<file path="src/rtc_pkg.sv">
// constants, register indices and state records of the tick/alarm clock
// assumes a 25 MHz system clock taken from the crystal oscillator
package rtc_pkg;

   // ***************
   // timing
   // ***************
   localparam int CLK_MHZ = 25;
   localparam int PRE_DIV = 64;
   localparam logic [5:0] PRE_LAST = 6'(PRE_DIV - 1);

   // ***************
   // register indices, byte address is four times the index
   // ***************
   localparam int ADDR_W = 8;
   localparam logic [5:0] IDX_CTRL = 6'h00;
   localparam logic [5:0] IDX_PRE_LO = 6'h06;
   localparam logic [5:0] IDX_PRE_HI = 6'h08;
   localparam logic [5:0] IDX_DIV_LO = 6'h0A;
   localparam logic [5:0] IDX_DIV_HI = 6'h0C;
   localparam logic [5:0] IDX_CNT_LO = 6'h10;
   localparam logic [5:0] IDX_CNT_HI = 6'h12;
   localparam logic [5:0] IDX_ALM_LO = 6'h14;
   localparam logic [5:0] IDX_ALM_HI = 6'h16;
   localparam logic [5:0] IDX_ROUTE = 6'h18;

   // ***************
   // field positions
   // ***************
   localparam int CTL_TICK_REQ = 0;
   localparam int CTL_TICK_EN = 1;
   localparam int CTL_ALM_REQ = 2;
   localparam int CTL_ALM_EN = 3;
   localparam int CTL_OSC_OFF = 7;
   localparam int RT_TICK = 0;
   localparam int RT_ALM = 1;
   localparam int RT_WAKE = 2;

   localparam logic [1:0] RESP_OKAY = 2'h0;
   localparam logic [1:0] RESP_SLVERR = 2'h2;

   // ***************
   // state records
   // ***************
   typedef struct packed {
      logic [5:0] pre;
      logic [19:0] div;
      logic tick;
   } rtc_chain_t;

   typedef struct packed {
      logic awready;
      logic wready;
      logic bvalid;
      logic [1:0] bresp;
      logic aw_got;
      logic w_got;
      logic [5:0] waddr;
      logic [15:0] wdata;
      logic [1:0] wstrb;
      logic arready;
      logic rvalid;
      logic [1:0] rresp;
      logic [31:0] rdata;
      logic osc_off;
      logic alarm_en;
      logic alarm_req;
      logic tick_en;
      logic tick_req;
      logic [19:0] prescale;
      logic [31:0] count;
      logic [31:0] alarm;
      logic [2:0] route;
      logic [1:0] pd_sync;
      logic tick_irq;
      logic alarm_irq;
      logic [1:0] ext_irq;
      logic osc_stop;
      logic wake;
   } rtc_state_t;

   localparam rtc_chain_t CHAIN_RESET = '0;
   localparam rtc_state_t STATE_RESET = '0;

endpackage

</file>
<file path="src/rtc_tick_chain.sv">
// fixed 1/64 pre-divider followed by the 20-bit reloadable divider
// assumes run, load and prescale come from logic on the same clock
`timescale 1ns/1ns
module rtc_tick_chain
(
   // clock and backup-domain reset
   input wire logic clk_in,
   input wire logic rst_in,
   // control
   input wire logic run_in,
   input wire logic load_in,
   input wire logic [19:0] prescale_in,
   // results
   output logic tick_out,
   output logic [19:0] divider_out
);

   rtc_pkg::rtc_chain_t s;
   rtc_pkg::rtc_chain_t next_s;
   logic pre_pulse;

   // ***************
   // counting
   // ***************
   always_comb
   begin
      next_s = s;
      next_s.tick = 1'b0;
      pre_pulse = run_in && (s.pre == rtc_pkg::PRE_LAST);
      if (run_in)
      begin
         next_s.pre = s.pre + 6'h01;
      end
      // a new prescale value takes effect at once, not after the old period
      if (load_in)
      begin
         next_s.div = prescale_in;
      end
      else if (pre_pulse)
      begin
         if (s.div == 20'h00000)
         begin
            next_s.div = prescale_in;
            next_s.tick = 1'b1;
         end
         else
         begin
            next_s.div = s.div - 20'h00001;
         end
      end
      if (rst_in)
      begin
         next_s = rtc_pkg::CHAIN_RESET;
      end
   end

   always_ff @(posedge clk_in)
   begin
      s <= next_s;
   end

   assign tick_out = s.tick;
   assign divider_out = s.div;
endmodule

</file>
<file path="src/rtc_tick_alarm_counter.sv">
// tick/alarm real-time clock with an AXI4-Lite register slave
// assumes CLOCK_IN is the crystal clock; POWERDOWN_IN arrives asynchronously
//
// The AXI4-Lite interface to the registers and the register addresses were decided locally.
`timescale 1ns/1ns

module rtc_tick_alarm_counter
(
   // clock and resets
   input wire logic CLOCK_IN,
   input wire logic SYS_RST_IN,
   input wire logic PWR_ON_RST_IN,
   // chip power state
   input wire logic POWERDOWN_IN,
   // axi write address and data
   input wire logic [7:0] S_AXI_AWADDR_IN,
   input wire logic S_AXI_AWVALID_IN,
   output logic S_AXI_AWREADY_OUT,
   input wire logic [31:0] S_AXI_WDATA_IN,
   input wire logic [3:0] S_AXI_WSTRB_IN,
   input wire logic S_AXI_WVALID_IN,
   output logic S_AXI_WREADY_OUT,
   // axi write response
   output logic [1:0] S_AXI_BRESP_OUT,
   output logic S_AXI_BVALID_OUT,
   input wire logic S_AXI_BREADY_IN,
   // axi read
   input wire logic [7:0] S_AXI_ARADDR_IN,
   input wire logic S_AXI_ARVALID_IN,
   output logic S_AXI_ARREADY_OUT,
   output logic [31:0] S_AXI_RDATA_OUT,
   output logic [1:0] S_AXI_RRESP_OUT,
   output logic S_AXI_RVALID_OUT,
   input wire logic S_AXI_RREADY_IN,
   // requests and power control
   output logic TICK_IRQ_OUT,
   output logic ALARM_IRQ_OUT,
   output logic [1:0] EXT_IRQ_OUT,
   output logic OSC_STOP_OUT,
   output logic WAKE_OUT
);

   rtc_pkg::rtc_state_t s;
   rtc_pkg::rtc_state_t next_s;
   logic tick_ev;
   logic alarm_ev;
   logic wr_go;
   logic pre_load;
   logic pd;
   logic [19:0] divider;
   logic [31:0] count_inc;
   logic [31:0] rd;
   logic [1:0] rd_resp;

   function automatic logic [15:0] lane16(input logic [15:0] old, input logic [15:0] d,
                                          input logic [1:0] st);
      lane16 = {st[1] ? d[15:8] : old[15:8], st[0] ? d[7:0] : old[7:0]};
   endfunction

   // ***************
   // tick source
   // ***************
   // 6 + 20 + 32 stages give the 58-bit long-term timer
   rtc_tick_chain u_chain
   (
      .clk_in(CLOCK_IN),
      .rst_in(PWR_ON_RST_IN),
      .run_in(!s.osc_off),
      .load_in(pre_load),
      .prescale_in(next_s.prescale),
      .tick_out(tick_ev),
      .divider_out(divider)
   );

   assign pd = s.pd_sync[1];
   assign count_inc = s.count + 32'h00000001;

   // ***************
   // read decode
   // ***************
   always_comb
   begin
      rd = 32'h00000000;
      rd_resp = rtc_pkg::RESP_OKAY;
      case (S_AXI_ARADDR_IN[7:2])
         rtc_pkg::IDX_CTRL:
         begin
            rd[rtc_pkg::CTL_OSC_OFF] = s.osc_off;
            rd[rtc_pkg::CTL_ALM_EN] = s.alarm_en;
            rd[rtc_pkg::CTL_ALM_REQ] = s.alarm_req;
            rd[rtc_pkg::CTL_TICK_EN] = s.tick_en;
            rd[rtc_pkg::CTL_TICK_REQ] = s.tick_req;
         end
         rtc_pkg::IDX_PRE_LO: rd[15:0] = s.prescale[15:0];
         rtc_pkg::IDX_PRE_HI: rd[3:0] = s.prescale[19:16];
         rtc_pkg::IDX_DIV_LO: rd[15:0] = divider[15:0];
         rtc_pkg::IDX_DIV_HI: rd[3:0] = divider[19:16];
         rtc_pkg::IDX_CNT_LO: rd[15:0] = s.count[15:0];
         rtc_pkg::IDX_CNT_HI: rd[15:0] = s.count[31:16];
         rtc_pkg::IDX_ALM_LO: rd[15:0] = s.alarm[15:0];
         rtc_pkg::IDX_ALM_HI: rd[15:0] = s.alarm[31:16];
         rtc_pkg::IDX_ROUTE: rd[2:0] = s.route;
         default: rd_resp = rtc_pkg::RESP_SLVERR;
      endcase
   end

   // ***************
   // next state
   // ***************
   always_comb
   begin
      next_s = s;
      pre_load = 1'b0;
      next_s.pd_sync = {s.pd_sync[0], POWERDOWN_IN};

      // write address and data, taken in either order
      if (S_AXI_AWVALID_IN && s.awready)
      begin
         next_s.aw_got = 1'b1;
         next_s.waddr = S_AXI_AWADDR_IN[7:2];
      end
      if (S_AXI_WVALID_IN && s.wready)
      begin
         next_s.w_got = 1'b1;
         next_s.wdata = S_AXI_WDATA_IN[15:0];
         next_s.wstrb = S_AXI_WSTRB_IN[1:0];
      end
      if (s.bvalid && S_AXI_BREADY_IN)
      begin
         next_s.bvalid = 1'b0;
      end
      wr_go = next_s.aw_got && next_s.w_got && !s.bvalid;

      if (wr_go)
      begin
         next_s.aw_got = 1'b0;
         next_s.w_got = 1'b0;
         next_s.bvalid = 1'b1;
         next_s.bresp = rtc_pkg::RESP_OKAY;
         case (next_s.waddr)
            rtc_pkg::IDX_CTRL:
            begin
               if (next_s.wstrb[0])
               begin
                  next_s.osc_off = next_s.wdata[rtc_pkg::CTL_OSC_OFF];
                  next_s.alarm_en = next_s.wdata[rtc_pkg::CTL_ALM_EN];
                  next_s.alarm_req = next_s.wdata[rtc_pkg::CTL_ALM_REQ];
                  next_s.tick_en = next_s.wdata[rtc_pkg::CTL_TICK_EN];
                  next_s.tick_req = next_s.wdata[rtc_pkg::CTL_TICK_REQ];
               end
            end
            // prescale and counters are guarded by the switch-off bit
            rtc_pkg::IDX_PRE_LO:
            begin
               if (s.osc_off)
               begin
                  next_s.prescale[15:0] = lane16(s.prescale[15:0], next_s.wdata,
                                                 next_s.wstrb);
                  pre_load = 1'b1;
               end
            end
            rtc_pkg::IDX_PRE_HI:
            begin
               if (s.osc_off && next_s.wstrb[0])
               begin
                  next_s.prescale[19:16] = next_s.wdata[3:0];
                  pre_load = 1'b1;
               end
            end
            rtc_pkg::IDX_CNT_LO:
            begin
               if (s.osc_off)
               begin
                  next_s.count[15:0] = lane16(s.count[15:0], next_s.wdata, next_s.wstrb);
               end
            end
            rtc_pkg::IDX_CNT_HI:
            begin
               if (s.osc_off)
               begin
                  next_s.count[31:16] = lane16(s.count[31:16], next_s.wdata, next_s.wstrb);
               end
            end
            rtc_pkg::IDX_ALM_LO:
               next_s.alarm[15:0] = lane16(s.alarm[15:0], next_s.wdata, next_s.wstrb);
            rtc_pkg::IDX_ALM_HI:
               next_s.alarm[31:16] = lane16(s.alarm[31:16], next_s.wdata, next_s.wstrb);
            rtc_pkg::IDX_ROUTE:
            begin
               if (next_s.wstrb[0])
               begin
                  next_s.route = next_s.wdata[2:0];
               end
            end
            // divider halves are read only; writes are dropped quietly
            rtc_pkg::IDX_DIV_LO, rtc_pkg::IDX_DIV_HI: next_s.bresp = rtc_pkg::RESP_OKAY;
            default: next_s.bresp = rtc_pkg::RESP_SLVERR;
         endcase
      end
      next_s.awready = !next_s.aw_got && !next_s.bvalid;
      next_s.wready = !next_s.w_got && !next_s.bvalid;

      // read channel, one outstanding
      if (S_AXI_ARVALID_IN && s.arready)
      begin
         next_s.rvalid = 1'b1;
         next_s.rdata = rd;
         next_s.rresp = rd_resp;
      end
      else if (s.rvalid && S_AXI_RREADY_IN)
      begin
         next_s.rvalid = 1'b0;
      end
      next_s.arready = !next_s.rvalid;

      // time counter and events; an event beats a clear in the same cycle
      if (tick_ev)
      begin
         next_s.count = count_inc;
         next_s.tick_req = 1'b1;
         if (count_inc == s.alarm)
         begin
            next_s.alarm_req = 1'b1;
         end
      end
      alarm_ev = tick_ev && (count_inc == s.alarm);

      // gated requests and power-down control
      next_s.tick_irq = next_s.tick_req && next_s.tick_en;
      next_s.alarm_irq = next_s.alarm_req && next_s.alarm_en;
      next_s.ext_irq[0] = next_s.tick_irq && next_s.route[rtc_pkg::RT_TICK];
      next_s.ext_irq[1] = next_s.alarm_irq && next_s.route[rtc_pkg::RT_ALM];
      next_s.osc_stop = next_s.osc_off && pd;
      next_s.wake = pd && next_s.route[rtc_pkg::RT_WAKE] && (|next_s.ext_irq);

      // system reset touches only the bus side
      if (SYS_RST_IN)
      begin
         next_s.awready = 1'b0;
         next_s.wready = 1'b0;
         next_s.bvalid = 1'b0;
         next_s.bresp = rtc_pkg::RESP_OKAY;
         next_s.aw_got = 1'b0;
         next_s.w_got = 1'b0;
         next_s.arready = 1'b0;
         next_s.rvalid = 1'b0;
         next_s.rresp = rtc_pkg::RESP_OKAY;
      end
      if (PWR_ON_RST_IN)
      begin
         next_s = rtc_pkg::STATE_RESET;
      end
   end

   always_ff @(posedge CLOCK_IN)
   begin
      s <= next_s;
   end

   // ***************
   // outputs
   // ***************
   assign S_AXI_AWREADY_OUT = s.awready;
   assign S_AXI_WREADY_OUT = s.wready;
   assign S_AXI_BRESP_OUT = s.bresp;
   assign S_AXI_BVALID_OUT = s.bvalid;
   assign S_AXI_ARREADY_OUT = s.arready;
   assign S_AXI_RDATA_OUT = s.rdata;
   assign S_AXI_RRESP_OUT = s.rresp;
   assign S_AXI_RVALID_OUT = s.rvalid;
   assign TICK_IRQ_OUT = s.tick_irq;
   assign ALARM_IRQ_OUT = s.alarm_irq;
   assign EXT_IRQ_OUT = s.ext_irq;
   assign OSC_STOP_OUT = s.osc_stop;
   assign WAKE_OUT = s.wake;
endmodule

</file>
<file path="config.mk">
export PLATFORM = sky130hd
export DESIGN_NAME = rtc_tick_alarm_counter
export DESIGN_NICKNAME = d
export VERILOG_FILES = /design/src/rtc_pkg.sv /design/src/rtc_tick_chain.sv /design/src/rtc_tick_alarm_counter.sv
export SDC_FILE = /design/constraint.sdc
export NUM_CORES = 1
export LEC_CHECK = 0
export BUFFER_PORTS_ARGS = -buffer_cell sky130_fd_sc_hd__buf_2
export CAP_MARGIN = 20
export CORE_UTILIZATION = 65
export CTS_BUF_LIST = sky130_fd_sc_hd__clkbuf_8
export DETAILED_ROUTE_END_ITERATION = 12
export MAX_ROUTING_LAYER = met4
export PLACE_DENSITY = 0.87
export SKIP_CTS_REPAIR_TIMING = 1
export SYNTH_ARGS = -nofsm -noshare
export SYNTH_HDL_FRONTEND = slang
export SYNTH_SLANG_ARGS = --single-unit
</file>
<file path="constraint.sdc">
create_clock -name CLOCK_IN -period 7.25 [get_ports CLOCK_IN]
set_input_delay 0.3625 -clock CLOCK_IN [delete_from_list [all_inputs] [get_ports CLOCK_IN]]
set_output_delay 0.3625 -clock CLOCK_IN [all_outputs]
set_load 0.005 [all_outputs]
</file>
==> results.tsv <==
metric	value	unit
outcome	completed	
grtUsageTotal	39.2	%
num-fill-cells	1183	
clock.fmax	274	MHz
setup_violations	0	
syn_avg_cell_area	7.88	um2
die_h	124	um
fin_setup_tns	0	ns
sw_frac_of_total	26.2	%
r2r_cells	7	
synthArstFlopShare	0	%
core_area	0.0146	mm2
power_frac_seq	54.2	%
ctsRootBufferMaster	clkbuf_8	
drive_gt1_share	11.2	%
yosysWarningCount	0	
cts_tree	built	
drv_cap	0	
viasPerCell	6.82	
diodes	0	
min_path_type	in2reg	
crit_path_max_fanout	17	
slew_headroom	19.2	%
finalInstanceArea	0.0102	mm2
area_delta_synth_final	4.83	%
combPwrFrac	5.7	%
max_slew.worst_pin.slew	1.21	ns
io_pins	108	
clk_latency	0.48	ns
routedWlPerCell	21.0	um
ys_ff_latch	176	
p_leak	3.75	nW
layout.nets	1289	
hold_slack	0.0831	ns
place_inst	1389	
yosysTopAreaCell	dfxtp_1	
ir_drop	163	uV
synth_edf_count	0	
cts.sinks	176	
route.detailed.drc	0	
netlist_top_cells_count	nor2_1, dfxtp_1, a21oi_1	
critical_path_arrival	4.06	ns
clk_path_buf_depth	2	
period_share	50.4	%
rows	44	
ff2ff_setup_slack	3.60	ns
slew_viol_final	0	
crit_path_end_kind	flip-flop	
synth_top_area_share	36.2	%
antenna_found_initial	0	
clock_skew	0.0113	ns
holdPathStages	2	
dieArea	0.0155	mm2
drt_iter0_drc	1623	
vias	9695	
yosys.cell_types.count	72	
critPathRequiredTime	7.65	ns
synth_cells	1236	
clkSlewWorstSetupHoldPaths	0.10	ns
ys_top_cells_by_area	dfxtp_1, nor2_1, a21oi_1	
io_buffer_count	67	
grt_overflow	0	
min_period	3.65	ns
power_density	178	mW/mm2
cts_buffers	17	
wl	29800	um
grt_pass1_wl	46400	um
p_int	1.34	mW
critPathKind	reg2reg	
hold_viol_final	0	
crit_path_start_kind	flip-flop	
grt_start_max_net_pins	107	
p_total	1.82	mW
place_congestion	1.00	
start_util	66.8	%
p_switching	476	uW
synth.most_common_cell	nor2_1	
h-tree-depth	4	
clockPowerShare	40.1	%
ys.flop_type	dfxtp_1	
ys_seq_area_share	36.2	%
fin_cells	1421	
drt.antenna.violating_nets	0	
rsz0062_at_grt	no	
die_w	124	um
dpl_cell_area	0.00979	mm2
drtPass1Iterations	8	
dpl.hpwl	21300	um
netlist_area	0.00974	mm2
grt_pass1_vias	8552	
sequential cells by signal, summed over array words and instances (netlist names):
register,count
ALARM_IRQ_OUT,1
S_AXI_BVALID_OUT,1
s,119
S_AXI_AWREADY_OUT,1
S_AXI_RRESP_OUT,1
S_AXI_RDATA_OUT,16
pd,1
TICK_IRQ_OUT,1
S_AXI_WREADY_OUT,1
u_chain.s,6
S_AXI_ARREADY_OUT,1
OSC_STOP_OUT,1
u_chain.divider_out,20
EXT_IRQ_OUT,2
WAKE_OUT,1
u_chain.tick_out,1
S_AXI_BRESP_OUT,1
S_AXI_RVALID_OUT,1
per-layer routing:
metal	track usage, %	wire [um]
met5	-	0
met2	57.2	13000
met4	16.8	1170
met1	51.1	11600
met3	10.4	4050
critical path, cell delays in order (launching register included):
cell     delay [ns]
dfxtp_1        0.50
and2_1         0.47
nor2_1         0.19
or3_1          0.69
nor3_2         0.94
o21ai_0        0.23
or3_1          0.39
a31oi_1        0.15
cell families after synthesis:
kind of cell	Yosys count	synth area share (%)
flops	176	36.2
simple gates	503	25.4
other cells	1	0.0385
fa+ha+maj	4	0.514
mux	47	5.22
buf+inv	141	7.31
compound gates	321	21.4
xor+xnor	43	3.87
per-stage QoR:
step / setup WS [ns] / util [%]
after global placement: 3.69 / 67.1
final: 3.60 / 70.0
after detailed placement: 3.67 / 67.1
after floorplan: 4.72 / -
after global routing: 3.38 / 70.0
after CTS: 3.66 / 70.0
cells in the final DEF, fill, tap and decap left out, types with 14 or more instances in the layout:
master	instances
nor2_1	195
dfxtp_1	176
a21oi_1	105
nand2_1	100
buf_2	66
o21ai_0	58
mux2i_1	35
a211oi_1	31
nor3_1	30
nand3_1	28
xnor2_1	28
a31oi_1	22
or3_1	22
inv_1	19
conb_1	18
clkbuf_8	18
nand4_1	17
a222oi_1	17
and3_1	16
xor2_1	15
a22oi_1	14
power groups by stage:
stage | Combinational (mW) | Sequential [mW] | Clock [mW]
5_1_grt | 0.111 | 0.986 | 0.767
6_report | 0.103 | 0.984 | 0.728
4_1_cts | 0.101 | 0.984 | 0.725
3_5_place_dp | 0.100 | 1.01 | 0
2_1_floorplan | 0.0773 | 1.00 | 0
3_3_place_gp | 0.0987 | 1.01 | 0
final timing paths:
check / from / end
hold / removal: POWERDOWN_IN / s[6]$_SDFF_PP0_
setup reg to reg: S_AXI_AWREADY_OUT$_SDFF_PP0_ / u_chain.divider_out[10]$_SDFFE_PP0P_
setup / recovery: S_AXI_AWREADY_OUT$_SDFF_PP0_ / u_chain.divider_out[10]$_SDFFE_PP0P_
hold reg to reg: s[6]$_SDFF_PP0_ / pd$_SDFF_PP0_
cell type report:
cell class                 instances  area (um2)  share of cell area [%]
sequential                       176        3520                    34.5
timing repair buffer              75         398                    3.90
tap                              184         230                    2.25
multi-input combinational        936        5570                    54.6
clock inverter                    14         169                    1.65
inverter                          18        67.6                   0.662
clock buffer                      18         248                    2.43
(Power assumes the default switching activity.)
